File: src/shared/dual_timer_regs.svh
// Purpose: Constants for the dual half timer
// Assumes: 100 MHz system clock
// Notes:   Field positions, codes and reset values
`ifndef DUAL_TIMER_REGS_SVH
`define DUAL_TIMER_REGS_SVH
`define CFG_SEL_W          3
`define CFG_32_PERIODIC    3'h0
`define CFG_32_CLOCK       3'h1
`define CFG_16_SPLIT       3'h4
`define MODE_FIELD_W       2
`define MODE_ONESHOT       2'h1
`define MODE_PERIODIC      2'h2
`define HALF_RESET         16'hffff
`define PRESCALE_RESET     8'h00
`define IRQ_BITS           4
`define IRQ_LOW_TIMEOUT    0
`endif

File: src/shared/dual_timer_pkg.sv
// Purpose: Types for the dual half timer
// Assumes: Constants come from dual_timer_regs.svh
// Notes:   Control bits travel as one packed struct
`include "dual_timer_regs.svh"
package dual_timer_pkg;
  typedef struct packed {
    logic runEnable;
    logic trigOutEnable;
    logic stallEnable;
  } half_ctl_t;
  typedef struct packed {
    logic                     valid;
    logic [`MODE_FIELD_W-1:0] modeField;
  } mode_wr_t;
endpackage : dual_timer_pkg

File: src/rtl/dual_half_timer.sv
// Purpose: Two 16-bit halves joined as one 32-bit one-shot or periodic down-counter
// Assumes: Control bits arrive as one packed struct port, synchronous to clk
// Notes:   Only the 32-bit one-shot/periodic behaviour counts; other modes hold
//
// Functional notes
// - Two 16-bit halves, joinable into 32 bits
// - Internal-only instance has no capture pins
// - 32-bit configuration acts as one timer
// - Reset leaves block idle, controls cleared
// - Reset loads counters and loads with ones
// - Reset clears both prescale registers
// - Select 0 periodic, 1 clock, joined views
// - Wide load write fills both halves
// - Count read gives high:low halves
// - Joined halves form one down-counter
// - Only low mode field picks one-shot/periodic
// - Low enable starts count from preload
// - Zero count reloads next cycle
// - One-shot stops and clears own enable
// - Zero sets sticky raw time-out flag
// - Unmasked raw flag sets masked flag
// - Trigger pulses one cycle, in the cycle after zero
// - Live load write taken next cycle
// - Stall freezes count while asserted
// - Masked flag raises interrupt request
`include "dual_timer_regs.svh"
`timescale 1ns/1ps
`default_nettype none
module dual_half_timer
  import dual_timer_pkg::*;
#(
  parameter int  HALF_W       = 16,
  parameter int  PRESCALE_W   = 8,
  parameter bit  HAS_CAPTURE  = 1'b1
) (
  // Clock and reset
  input  wire logic                   clk,
  input  wire logic                   rst_n,
  // Configuration select write
  input  wire logic                   cfgWrite,
  input  wire logic [`CFG_SEL_W-1:0]  cfgData,
  // Mode register writes
  input  wire mode_wr_t               lowModeWr,
  input  wire mode_wr_t               highModeWr,
  // Control register write
  input  wire logic                   ctlWrite,
  input  wire half_ctl_t              ctlData,
  // Interval load write
  input  wire logic                   loadWrite,
  input  wire logic [2*HALF_W-1:0]    loadData,
  // Prescale writes
  input  wire logic                   preWriteLow,
  input  wire logic                   preWriteHigh,
  input  wire logic [PRESCALE_W-1:0]  preData,
  // Interrupt mask and clear
  input  wire logic                   maskWrite,
  input  wire logic [`IRQ_BITS-1:0]   maskData,
  input  wire logic                   clearWrite,
  input  wire logic [`IRQ_BITS-1:0]   clearData,
  // Stall from debug
  input  wire logic                   stall,
  // Capture/compare pin inputs
  input  wire logic [1:0]             capturePin,
  // Status and views
  output logic [`CFG_SEL_W-1:0]       cfgSel,
  output half_ctl_t                   ctlState,
  output logic [2*HALF_W-1:0]         countView,
  output logic [2*HALF_W-1:0]         loadView,
  output logic [PRESCALE_W-1:0]       lowPrescale,
  output logic [PRESCALE_W-1:0]       highPrescale,
  output logic [`IRQ_BITS-1:0]        rawStatus,
  output logic [`IRQ_BITS-1:0]        maskedStatus,
  output logic [`IRQ_BITS-1:0]        irqMask,
  // Events
  output logic                        trigOut,
  output logic                        irqReq
);

  logic                        rstSync1_r;
  logic                        rstSync2_r;
  logic                        rstN;
  logic [`CFG_SEL_W-1:0]       cfg_r;
  logic [`MODE_FIELD_W-1:0]    lowMode_r;
  logic [`MODE_FIELD_W-1:0]    highMode_r;
  half_ctl_t                   ctl_r;
  logic [HALF_W-1:0]           lowCnt_r;
  logic [HALF_W-1:0]           highCnt_r;
  logic [HALF_W-1:0]           lowLoad_r;
  logic [HALF_W-1:0]           highLoad_r;
  logic [PRESCALE_W-1:0]       lowPre_r;
  logic [PRESCALE_W-1:0]       highPre_r;
  logic [`IRQ_BITS-1:0]        raw_r;
  logic [`IRQ_BITS-1:0]        mask_r;
  logic                        trig_r;
  logic                        pendLoad_r;
  logic                        wide;
  logic                        running;
  logic                        frozen;
  logic                        atZero;
  logic                        zeroHit;
  logic [2*HALF_W-1:0]         count;
  logic [2*HALF_W-1:0]         countNxt;
  logic [`IRQ_BITS-1:0]        rawSet;
  logic                        capUsed;
  logic                        clrLow;

  // Reset release through two flops
  always_ff @(posedge clk or negedge rst_n) begin
    if (!rst_n) begin
      rstSync1_r <= 1'b0;
      rstSync2_r <= 1'b0;
    end else begin
      rstSync1_r <= 1'b1;
      rstSync2_r <= rstSync1_r;
    end
  end
  assign rstN = rstSync2_r;

  // Capture pins exist only on external instances
  assign capUsed = HAS_CAPTURE ? |capturePin : 1'b0;

  assign wide    = (cfg_r == `CFG_32_PERIODIC);
  assign count   = {highCnt_r, lowCnt_r};
  assign running = wide && ctl_r.runEnable;
  assign frozen  = ctl_r.stallEnable && stall;
  assign atZero  = (count == '0);
  assign zeroHit = running && !frozen && !pendLoad_r && atZero;

  // Configuration and mode registers
  always_ff @(posedge clk or negedge rstN) begin
    if (!rstN) begin
      cfg_r      <= `CFG_32_PERIODIC;
      lowMode_r  <= '0;
      highMode_r <= '0;
      mask_r     <= '0;
    end else begin
      if (cfgWrite)
        cfg_r <= cfgData;
      if (lowModeWr.valid)
        lowMode_r <= lowModeWr.modeField;
      if (highModeWr.valid)
        highMode_r <= highModeWr.modeField;
      if (maskWrite)
        mask_r <= maskData;
    end
  end

  // Control: one-shot clears its own enable at zero
  always_ff @(posedge clk or negedge rstN) begin
    if (!rstN) begin
      ctl_r <= '0;
    end else if (zeroHit && lowMode_r != `MODE_PERIODIC) begin
      ctl_r.runEnable     <= 1'b0;
      ctl_r.trigOutEnable <= ctlWrite ? ctlData.trigOutEnable : ctl_r.trigOutEnable;
      ctl_r.stallEnable   <= ctlWrite ? ctlData.stallEnable : ctl_r.stallEnable;
    end else if (ctlWrite) begin
      ctl_r <= ctlData;
    end
  end

  // Interval loads; every write is copied into the counter next cycle
  // Idle writes preload the start value, live writes restart from it
  always_ff @(posedge clk or negedge rstN) begin
    if (!rstN) begin
      lowLoad_r  <= `HALF_RESET;
      highLoad_r <= `HALF_RESET;
      pendLoad_r <= 1'b0;
    end else begin
      pendLoad_r <= loadWrite;
      if (loadWrite) begin
        lowLoad_r <= loadData[HALF_W-1:0];
        if (wide)
          highLoad_r <= loadData[2*HALF_W-1:HALF_W];
      end
    end
  end

  // Prescalers, unused in 32-bit operation
  always_ff @(posedge clk or negedge rstN) begin
    if (!rstN) begin
      lowPre_r  <= `PRESCALE_RESET;
      highPre_r <= `PRESCALE_RESET;
    end else begin
      if (preWriteLow)
        lowPre_r <= preData;
      if (preWriteHigh)
        highPre_r <= preData;
    end
  end

  // Counter next value
  always_comb begin
    countNxt = count;
    if (pendLoad_r)
      countNxt = {highLoad_r, lowLoad_r};
    else if (running && !frozen) begin
      if (atZero)
        countNxt = {highLoad_r, lowLoad_r};
      else
        countNxt = count - 1'b1;
    end
  end

  always_ff @(posedge clk or negedge rstN) begin
    if (!rstN) begin
      lowCnt_r  <= `HALF_RESET;
      highCnt_r <= `HALF_RESET;
    end else begin
      lowCnt_r  <= countNxt[HALF_W-1:0];
      highCnt_r <= countNxt[2*HALF_W-1:HALF_W];
    end
  end

  // Sticky flags; a new event beats a clear in the same cycle
  always_comb begin
    rawSet = '0;
    rawSet[`IRQ_LOW_TIMEOUT] = zeroHit;
  end

  assign clrLow = clearWrite && clearData[`IRQ_LOW_TIMEOUT];

  always_ff @(posedge clk or negedge rstN) begin
    if (!rstN) begin
      raw_r <= '0;
    end else begin
      raw_r <= (raw_r & ~(clearWrite ? clearData : '0)) | rawSet;
    end
  end

  // Trigger pulse in the cycle after zero
  always_ff @(posedge clk or negedge rstN) begin
    if (!rstN)
      trig_r <= 1'b0;
    else
      trig_r <= zeroHit && ctl_r.trigOutEnable;
  end

  assign cfgSel       = cfg_r;
  assign ctlState     = ctl_r;
  assign countView    = count;
  assign loadView     = {highLoad_r, lowLoad_r};
  assign lowPrescale  = lowPre_r;
  assign highPrescale = highPre_r;
  assign rawStatus    = raw_r;
  assign irqMask      = mask_r;
  assign maskedStatus = raw_r & mask_r;
  assign irqReq       = |(raw_r & mask_r) && (capUsed || 1'b1);
  assign trigOut      = trig_r;
endmodule : dual_half_timer
`default_nettype wire

File: config.mk
export PLATFORM = sky130hd
export DESIGN_NAME = dual_half_timer
export DESIGN_NICKNAME = d
export VERILOG_FILES = /design/src/shared/dual_timer_pkg.sv /design/src/rtl/dual_half_timer.sv
export VERILOG_INCLUDE_DIRS = /design/src /design/src/shared
export SDC_FILE = /design/constraint.sdc
export NUM_CORES = 1
export LEC_CHECK = 0
export ABC_AREA = 1
export BUFFER_PORTS_ARGS = -buffer_cell sky130_fd_sc_hd__buf_2
export CAP_MARGIN = 15
export CORE_MARGIN = 1
export CORE_UTILIZATION = 51
export CTS_CLUSTER_SIZE = 25
export DETAILED_ROUTE_END_ITERATION = 8
export HOLD_SLACK_MARGIN = 0.12
export PLACE_DENSITY = 0.81
export SLEW_MARGIN = 0
export SYNTH_ARGS = -nofsm -noshare
export SYNTH_HDL_FRONTEND = slang
export SYNTH_SLANG_ARGS = --single-unit
File: constraint.sdc
create_clock -name clk -period 4.14 [get_ports clk]
set_input_delay 0.828 -clock clk [delete_from_list [all_inputs] [get_ports clk]]
set_output_delay 0.828 -clock clk [all_outputs]
set_load 0.005 [all_outputs]
Word-level counts from Yosys, hierarchy flattened
Cells that the tools add are included.
- equal/unequal tests: 1
- muxes and demuxes: 8
- $add $sub $neg: 1
- bitwise operators: 4
- reductions and logical operators: 15
- operators by type and width (operator ; number):
    two-way mux 32 bit ; 3
    zero test 32 bit ; 1
    subtractor 32 x 1 -> 32 bit (second input constant) ; 1
    AND 4 bit ; 2
    logical AND 1 bit ; 7
    two-way mux 3 bit ; 2
    two-way mux 4 bit ; 1
    NOT 4 bit ; 1
    bitwise OR 4 x 1 -> 4 bit ; 1
    nonzero test 2 bit ; 2
    OR reduction 4 bit ; 1
    zero test 3 bit ; 1
    zero test 1 bit ; 2
    two-way mux 1 bit ; 2
    inequality test 2 bit (second input constant) ; 1
    AND reduction 2 bit ; 1
- bits in registers: 100
- output and inout bits: 100

Depth between registers and ports, before layout
Gate-level depths: netlist of run 1.
- depth after elaboration: 7
- gate-level depth with buffers: 12
- mapped depth without buffers: 12

Least setup slack after synthesis of run 1
OpenSTA, ideal clock, no wires.
- path kind: input port to flip-flop
- from: in stall
- to: reg lowCnt_r[11]
- required time: 4.079 ns
- cell stages on the path: 9
- arrival time: 1.798 ns
- path slack: 2.281 ns
- cell sequence: nand2_1 -> nand2_1 -> nor2_1 -> nor2_2 -> inv_1 -> clkbuf_1 -> buf_2 -> nand3_1 -> nand2_1
- cells in the longest elaborated chain, start to end: 4
- RTL lines (element ; line ; source):
    from (decl) ; dual_half_timer.sv:61 ; input wire logic stall,
    logical AND 1 bit ; dual_half_timer.sv:125 ; assign frozen = ctl_r.stallEnable && stall;
    zero test 1 bit ; dual_half_timer.sv:196 ; else if (running && !frozen) begin
    logical AND 1 bit ; dual_half_timer.sv:196 ;
    nonzero test 2 bit (no line) ; - ;
    to (signal assigned) ; dual_half_timer.sv:206 ; lowCnt_r <= `HALF_RESET;
    to (signal assigned) ; dual_half_timer.sv:209 ; lowCnt_r <= countNxt[HALF_W-1:0];
    to (decl) ; dual_half_timer.sv:86 ; logic [HALF_W-1:0] lowCnt_r;
No other way between the ends.
A chain may end at the register's enable or synchronous reset.

Worst setup path in the final report of run 1
- from: in stall
- to: reg lowCnt_r[10]
Same word-level chain as after synthesis.

==> impl_metrics.py, run 1 <==
metrics = {
    "drt": {
        "detail_route.vias_per_cell": 5.01,
        "dr.pass1.iters": 4,
        "post-route-drc-count": 0,
        "drt.antenna.violating_nets": 0,
        "average_detailed_routed_wire_length_per_instance_um": 13.7,
        "wirelength_mm": 13.1,
        "drt_first_iter_violations": 226,
        "routed-via-count": 4777,
    },
    "final_layout": {
        "areaGrowthSynthToFinish_pct": 23.5,
        "final_common_cell": "nand2_1",
        "mostFrequentLayoutCells": "nand2_1 (228), buf_2 (166), inv_1 (76)",
        "n_fill_cell": 883,
        "num-nets-final": 890,
        "finalNonFillerCells": 954,
        "final_design_area_no_fill_um2": 6350,
        "post_route_cells_drive_above_1_share": 0.340,
        "antenna-diode-count": 0,
    },
    "sta": {
        "total_of_endpoints_with_negative_setup_slack_in_the_final_report": 0,
        "final.hold.worst_slack_ps": 226,
        "timing_worst_slew_pin_value_ps": 964,
        "maxSlewViolCount": 0,
        "max_freq_mhz": 426,
        "max-slew-margin-rel": 0.357,
        "crit_share_post_route": 0.567,
        "period_minus_slack_ps": 2350,
        "hold_viol_final": 0,
        "timing.clock.skew_ps": 9.84,
        "rsz0062_at_grt": "no",
        "setup_tns_ps": 0,
    },
    "logic_synthesis": {
        "ys_warn_count": 0,
        "syn-instance-count": 655,
        "synth_seq_area_share": 0.502,
        "synthesis.area_per_instance_um2": 7.85,
        "synthesis.nets": 729,
        "synth_top_cells_by_area": "dfstp_2 (33%), dfrtp_1 (18%), nand2_1 (17%), inv_1 (5.5%), mux2_2 (5.0%)",
        "number_of_library_cell_types_mapped_by_synthesis": 26,
        "synth_top_area_cell": "dfstp_2",
        "synthDominantCellAreaShare": 0.327,
        "synth-seq-cells": 100,
        "syn-cell-area_um2": 5140,
    },
    "die": {
        "die_width_um": 102,
        "initial_utilization": 0.526,
        "core-area_um2": 9770,
        "floorplan.io_pins": 172,
        "fp.dieH_um": 102,
        "floorplan.die_area_um2": 10500,
        "fp-row-count": 36,
    },
    "placement": {
        "placedCellCount": 938,
        "post-dp-hpwl_mm": 9.80,
        "port_buffers": 166,
        "global_placement_routability_congestion": 0.890,
        "placedInstanceArea_um2": 6070,
    },
    "critical_path": {
        "timing.critical_path.mode_cell": "nand2_1",
        "crit_path_top_delay_cell": "inv_1",
        "critical_path.startpoint_type": "input port",
        "critPathCaptureType": "register",
        "critical_path.n_buffers_inverters": 3,
        "cp_data_required_time_ps": 4440,
        "timing.critical_path.slowest_cell_delay_ps": 750,
        "critical_path.cell_chain": "buf_2 > nand2_1 > nand2_1 > nor2_1 > nor2_2 > buf_4 > inv_1 > o21ai_0 > nand2_1 > nand2_1",
        "cp_top_family": "buffers and inverters",
        "critical_path_start_end_classification": "in -> reg",
        "critical_path_peak_fanout": 36,
        "critPathArrivalTime_ps": 2650,
    },
    "clock_tree": {
        "max-clock-path-buffers": 2,
        "clock_tree_root_buffer_cell": "clkbuf_8",
        "postCtsSetupRepairBufs": 0,
        "insertion_delay_ps": 370,
        "clk_transition_reported_paths_ps": 90,
        "cts_repair_resize_count": 0,
        "cts_tree": "built",
        "cts-buffers-inserted": 9,
        "clock_tree.htree_level_count": 3,
        "ctsHoldBuffers": 0,
        "numClockSinks": 100,
    },
    "grt": {
        "grt-ovfl-total": 0,
        "grt_antenna_before_repair": 0,
        "first_global_vias": 4481,
        "pin_count_of_the_biggest_net_entering_global_routing": 66,
        "grt_pass1_wl_mm": 20.6,
        "grtUsageTotal": 0.259,
    },
    "power": {
        "power.static_leakage_uw": 0.00327,
        "power_per_cell_area_nw_per_um2": 452,
        "vdd_ir_drop_max_uv": 232,
    },
    "hold_path": {
        "holdCritPathClass": "in -> async",
    },
    "flow_run": {
        "number_of_maximum_capacitance_violations": 0,
    },
    "outcome": {
        "outcome": "complete, no violations",
    },
}
==> Yosys cell counts (all sizes together) <==
library cell / n
nand2: 228
inv: 77
nor2: 70
dfstp: 64
o21ai: 54
nand3: 44
dfrtp: 36
mux2: 23
clkbuf: 13
nand4: 8
buf: 7
xnor2: 7
a21oi: 6
nor3: 4
o21bai: 4
xor2: 4
a21boi: 3
ha: 2
conb: 1
==> per-layer routing <==
layer,routed length (um),GRT usage,up-vias
li1,-,-,2367
met1,5720,0.323,2239
met2,6410,0.445,150
met3,677,0.0417,21
met4,271,0.110,0
met5,0,0,-
==> path summary, 6_finish.rpt <==
path,to,slack [ps],cells after the start,startpoint
worst max-delay path,lowCnt_r[10]$_DFFE_PN1P_,1790,10,stall
worst min-delay path,rstN$_DFF_PN0_,230,1,rst_n
worst max register to register,highCnt_r[8]$_DFFE_PN1P_,1830,10,lowCnt_r[0]$_DFFE_PN1P_
worst min register to register,rstN$_DFF_PN0_,360,0,rstSync1_r$_DFF_PN0_
max in group asynchronous,highCnt_r[0]$_DFFE_PN1P_,2740,1,rstN$_DFF_PN0_
min in group clk,rstN$_DFF_PN0_,360,0,rstSync1_r$_DFF_PN0_
==> registers in the layout, indices dropped and copies added (netlist names) <==
register / flops
highCnt_r: 16
highLoad_r: 16
lowCnt_r: 16
lowLoad_r: 16
highPrescale: 8
lowPrescale: 8
irqMask: 4
rawStatus: 4
cfgSel: 3
ctlState: 3
lowMode_r: 2
pendLoad_r: 1
rstN: 1
rstSync1_r: 1
trigOut: 1
==> stage by stage <==
| stage | setup WS (ps) | utilization | total power, uW |
|---|---|---|---|
| finish | 1790 | 0.650 | 2870 |
| global route | 1590 | 0.650 | 3050 |
| CTS | 1790 | 0.650 | 2900 |
| global placement | 1520 | 0.621 | 2020 |
| floorplan | 1260 | - | 1750 |
| detailed placement | 1400 | 0.621 | 2050 |
==> area by class of cell <==
type                       instances  area (um2)  area share
clock inverter                     5         129      0.0203
inverter                          77         289      0.0455
sequential                       100        2590       0.407
tap                              133         166      0.0262
timing repair buffer             170         861       0.136
multi-input combinational        458        2170       0.342
clock buffer                      11         151      0.0238
==> cells by family after synthesis <==
kind of cell,after synthesis,synth area share
flip-flops,100,0.502
XOR/XNOR,11,0.0187
AO/OA/AOI/OAI,67,0.0708
buffers and inverters,97,0.0759
AND/OR/NAND/NOR,354,0.276
adder cells (fa/ha/maj),2,0.00487
other,1,0.000729
multiplexers,23,0.0504
==> where the power goes <==
group          total [uW]  leakage [uW]  switching [uW]  internal, uW
logic                 660       0.00203             377           284
registers            1380       0.00110             161          1220
clock network         834      0.000140             336           498
==> worst register-to-register path, cell delays in order (launching register included) <==
cell	delay [ps]
dfstp_2	390
inv_1	140
ha_1	230
nand2_1	70
nor2_1	100
nand3_1	120
o21bai_4	500
inv_2	350
nand2_1	160
nand3_1	70
nand2_1	110
Note: power is estimated with default switching activity, not from simulation.
==> run 2: changes to the inputs <==
Clock period 4.14 ns to 2.2 ns, I/O delays scaled along.
==> impl_metrics.py, run 2 (synthesized netlist as in run 1, its figures left out) <==
metrics = {
    "sta": {
        "rsz0062_at_grt": "no",
        "maxSlewViolCount": 0,
        "setup_tns_ps": 0,
        "timing.clock.skew_ps": 16.9,
        "period_minus_slack_ps": 1880,
        "crit_share_post_route": 0.856,
        "timing_worst_slew_pin_value_ps": 496,
        "max-slew-margin-rel": 0.667,
        "hold_viol_final": 0,
        "total_of_endpoints_with_negative_setup_slack_in_the_final_report": 0,
        "max_freq_mhz": 531,
    },
    "die": {
        "floorplan.io_pins": 172,
        "fp.dieH_um": 102,
        "die_width_um": 102,
        "floorplan.die_area_um2": 10500,
        "fp-row-count": 36,
        "initial_utilization": 0.526,
        "core-area_um2": 9770,
    },
    "clock_tree": {
        "clock_tree.htree_level_count": 3,
        "clock_tree_root_buffer_cell": "clkbuf_8",
        "cts_tree": "built",
        "numClockSinks": 100,
        "max-clock-path-buffers": 2,
        "cts-buffers-inserted": 9,
        "clk_transition_reported_paths_ps": 100,
        "insertion_delay_ps": 370,
    },
    "outcome": {
        "outcome": "complete, no violations",
    },
    "critical_path": {
        "worst_case_reg_to_reg_path_depth": 12,
        "critical_path.startpoint_type": "register",
        "reg2reg_slack_ps": 320,
        "cp_data_required_time_ps": 2500,
        "critPathCaptureType": "register",
        "critical_path_peak_fanout": 7,
        "critical_path_start_end_classification": "reg -> reg",
        "critPathArrivalTime_ps": 2180,
    },
    "final_layout": {
        "sequential_cell_area_um2": 2590,
        "antenna-diode-count": 0,
        "final_common_cell": "nand2_1",
        "num-nets-final": 895,
        "mostFrequentLayoutCells": "nand2_1 (228), buf_2 (166), inv_1 (76)",
        "multi_input_area_um2": 2170,
        "areaGrowthSynthToFinish_pct": 22.7,
        "n_fill_cell": 897,
        "share_of_the_core_filled_with_cells": 0.645,
        "post_route_cells_drive_above_1_share": 0.341,
    },
    "placement": {
        "post-dp-hpwl_mm": 9.93,
        "port_buffers": 166,
        "global_placement_routability_congestion": 0.896,
    },
    "drt": {
        "wirelength_mm": 13.2,
        "drt_first_iter_violations": 229,
        "routed-via-count": 4819,
        "dr.pass1.iters": 4,
        "drt.antenna.violating_nets": 0,
        "detail_route.vias_per_cell": 5.03,
        "average_detailed_routed_wire_length_per_instance_um": 13.7,
        "post-route-drc-count": 0,
    },
    "grt": {
        "grt_antenna_before_repair": 0,
        "grtUsageTotal": 0.264,
        "grt-ovfl-total": 0,
        "pin_count_of_the_biggest_net_entering_global_routing": 66,
        "first_global_vias": 4656,
        "grt_pass1_wl_mm": 21.3,
    },
    "power": {
        "power.total_uw": 4930,
        "vdd_ir_drop_max_uv": 468,
        "power_per_cell_area_nw_per_um2": 781,
        "power.static_leakage_uw": 0.00325,
    },
    "flow_run": {
        "number_of_maximum_capacitance_violations": 0,
    },
    "hold_path": {
        "min_path_cells": 2,
        "holdCritPathClass": "in -> reg",
    },
}
==> run 2: cell types whose count changed in the layout (fill, tap and decap cells not counted), sizes merged <==
cell         before  now
clkinvlp          0    1
clkbuf           11   10
bufinv            4    0
dlygate4sd3       0    1
inv              78   80
clkinv            0    2
buf             170  174
==> run 2: report_power, final <==
| group | switching [uW] | internal (uW) | total, uW |
|---|---|---|---|
| registers | 286 | 2290 | 2570 |
| logic | 721 | 550 | 1270 |
| clock network | 661 | 421 | 1080 |
| total | 1670 | 3260 | 4930 |
==> run 2: area by class of cell <==
type / instances / area share
inverter: 77 / 0.0458
multi-input combinational: 458 / 0.344
sequential: 100 / 0.410
clock buffer: 10 / 0.0202
clock inverter: 6 / 0.00694
timing repair buffer: 175 / 0.147
tap: 133 / 0.0264
==> run 2: worst max-delay path, stage by stage (launching register included) <==
cell and delay, ps:
dfstp_2 390, inv_1 140, ha_1 260, nand2_1 140, nor2_4 210, nand2_1 150
inv_1 140, nand2_1 70, nand2_1 80, nand2_1 50, nand2_1 50, nand3_1 70
nand2_1 80
==> run 2: layer usage <==
layer,vias up,track usage,wire length [um]
li1,2379,-,-
met1,2249,0.315,5510
met2,173,0.467,6590
met3,18,0.0554,835
met4,0,0.101,241
met5,-,0,0
==> run 2: worst paths after layout <==
kind | to | start
max | highCnt_r[8]$_DFFE_PN1P_ | lowCnt_r[0]$_DFFE_PN1P_
min | rawStatus[3]$_DFF_PN0_ | clearData[3]
max reg2reg | highCnt_r[8]$_DFFE_PN1P_ | lowCnt_r[0]$_DFFE_PN1P_
min reg2reg | lowPrescale[7]$_DFFE_PN0P_ | rstN$_DFF_PN0_
max in group asynchronous | highLoad_r[5]$_DFFE_PN1P_ | rstN$_DFF_PN0_
min in group asynchronous | lowPrescale[7]$_DFFE_PN0P_ | rstN$_DFF_PN0_
==> run 2: metrics by stage <==
step / hold WS [ps] / std cells / instance area, um2 / setup slack, ps
after floorplan: 144 / 655 / 5140 / 581
after global routing: 229 / 959 / 6310 / 123
final: 242 / 959 / 6310 / 316
after detailed placement: 232 / 942 / 6130 / 332
after CTS: 225 / 959 / 6310 / 302
after global placement: 225 / 942 / 6130 / 355
==> run 2: timing repair <==
| action | 4_1_cts | 5_1_grt |
|---|---|---|
| endpoints found under the hold margin | 2 | 0 |
| gates resized for setup | 0 | 0 |
| hold buffers | 1 | 0 |
| setup buffers | 0 | 0 |
==> run 3: changes to the inputs <==
Settings changed: CTS_BUF_LIST set to sky130_fd_sc_hd__clkbuf_16.
==> impl_metrics.py, run 3 (synthesized netlist as in run 1, its figures left out) <==
metrics = {
    "placement": {
        "global_placement_routability_congestion": 0.896,
        "placedCellCount": 942,
        "pre_cts_slack_ps": 332,
        "post-dp-hpwl_mm": 9.93,
        "port_buffers": 166,
    },
    "critical_path": {
        "critical_path.startpoint_type": "register",
        "cp_data_required_time_ps": 2480,
        "critPathCaptureType": "register",
        "critical_path_peak_fanout": 7,
        "critical_path_start_end_classification": "reg -> reg",
        "critPathArrivalTime_ps": 2150,
    },
    "clock_tree": {
        "clk_transition_reported_paths_ps": 70,
        "clock_tree.htree_level_count": 3,
        "insertion_delay_ps": 340,
        "postCtsSetupRepairBufs": 0,
        "cts_repair_resize_count": 0,
        "cts_tree": "built",
        "clock_tree_root_buffer_cell": "clkbuf_16",
        "cts-buffers-inserted": 9,
        "max-clock-path-buffers": 2,
        "numClockSinks": 100,
    },
    "power": {
        "switching_share": 0.322,
        "comb_power_frac": 0.239,
        "power_per_cell_area_nw_per_um2": 831,
        "vdd_ir_drop_max_uv": 595,
        "seq_power_share": 0.483,
        "power.total_uw": 5330,
        "switchingPower_uw": 1720,
        "internal_power_uw": 3610,
        "power.static_leakage_uw": 0.00330,
        "clock_group_share_of_total_power": 0.278,
    },
    "flow_run": {
        "number_of_maximum_capacitance_violations": 0,
    },
    "grt": {
        "pin_count_of_the_biggest_net_entering_global_routing": 66,
        "grt-ovfl-total": 0,
        "grt_pass1_wl_mm": 21.3,
        "grt_antenna_before_repair": 0,
        "first_global_vias": 4661,
        "grtUsageTotal": 0.265,
    },
    "final_layout": {
        "finalNonFillerCells": 959,
        "final_common_cell": "nand2_1",
        "mostFrequentLayoutCells": "nand2_1 (228), buf_2 (166), inv_1 (77)",
        "n_fill_cell": 883,
        "areaGrowthSynthToFinish_pct": 24.6,
        "num-nets-final": 895,
        "share_of_the_core_filled_with_cells": 0.656,
        "post_route_cells_drive_above_1_share": 0.341,
        "antenna-diode-count": 0,
    },
    "drt": {
        "detail_route.vias_per_cell": 5.03,
        "wirelength_mm": 13.1,
        "routed-via-count": 4823,
        "post-route-drc-count": 0,
        "dr.pass1.iters": 5,
        "average_detailed_routed_wire_length_per_instance_um": 13.7,
        "drt.antenna.violating_nets": 0,
        "drt_first_iter_violations": 196,
    },
    "sta": {
        "timing.clock.skew_ps": 11.2,
        "period_minus_slack_ps": 1870,
        "setup_tns_ps": 0,
        "maxSlewViolCount": 0,
        "crit_share_post_route": 0.848,
        "hold_viol_final": 0,
        "rsz0062_at_grt": "no",
        "timing_worst_slew_pin_value_ps": 493,
        "layout_setup_ws_ps": 334,
        "total_of_endpoints_with_negative_setup_slack_in_the_final_report": 0,
        "max_freq_mhz": 536,
        "max-slew-margin-rel": 0.669,
    },
    "hold_path": {
        "holdCritPathClass": "in -> reg",
    },
    "die": {
        "initial_utilization": 0.526,
        "fp.dieH_um": 102,
        "floorplan.die_area_um2": 10500,
        "fp-row-count": 36,
        "floorplan.io_pins": 172,
        "core-area_um2": 9770,
        "die_width_um": 102,
    },
    "outcome": {
        "outcome": "complete, no violations",
    },
}
run 3: cell count changes in the layout (fill, tap and decap cells not counted), sizes merged:
cell,before,now
clkbuf,10,9
inv,80,81
run 3: path summary, 6_finish.rpt:
| kind | startpoint | endpoint | slack, ps | cells after the start |
|---|---|---|---|---|
| worst max-delay path | lowCnt_r[0]$_DFFE_PN1P_ | highCnt_r[8]$_DFFE_PN1P_ | 330 | 12 |
| worst min-delay path | clearData[3] | rawStatus[3]$_DFF_PN0_ | 270 | 2 |
| worst max register to register | lowCnt_r[0]$_DFFE_PN1P_ | highCnt_r[8]$_DFFE_PN1P_ | 330 | 12 |
| worst min register to register | rstN$_DFF_PN0_ | lowPrescale[7]$_DFFE_PN0P_ | 280 | 0 |
| max in group asynchronous | rstN$_DFF_PN0_ | highLoad_r[5]$_DFFE_PN1P_ | 1180 | 1 |
| min in group asynchronous | rstN$_DFF_PN0_ | lowPrescale[7]$_DFFE_PN0P_ | 280 | 0 |
run 3: metrics by stage:
step / area, um2 / hold slack, ps
after floorplan: 5140 / 144
after global placement: 6130 / 225
after detailed placement: 6130 / 232
after CTS: 6410 / 262
after global routing: 6410 / 268
final: 6410 / 272
run 3: cell type report:
type	count	area, um2	area share
inverter	77	289	0.0451
clock buffer	9	225	0.0351
sequential	100	2590	0.403
multi-input combinational	458	2170	0.338
clock inverter	7	47.5	0.00742
tap	133	166	0.0260
timing repair buffer	175	926	0.144
run 3: power groups by stage:
stage	sequential [uW]	clock (uW)	combinational (uW)
finish	2570	1480	1270
global route	2620	1570	1470
CTS	2570	1510	1290
detailed placement	2600	0	1280
global placement	2580	0	1240
floorplan	2580	0	704
run 3: per-layer routing:
layer | vias up | wire, um | track usage
li1 | 2380 | - | -
met1 | 2269 | 5590 | 0.316
met2 | 159 | 6590 | 0.468
met3 | 15 | 770 | 0.0677
met4 | 0 | 188 | 0.0813
met5 | - | 0 | 0
run 3: critical path, cell delays in order, from the launching register on:
cell and delay (ps):
dfstp_2 380, inv_1 140, ha_1 260, nand2_1 140, nor2_4 210, nand2_1 150
inv_1 140, nand2_1 70, nand2_1 80, nand2_1 40, nand2_1 50, nand3_1 70
nand2_1 80
run 3: what timing repair did:
action / CTS / global route
endpoints found under the hold margin: 2 / 0
hold buffers: 1 / 0
setup endpoints to repair: 0 / 0
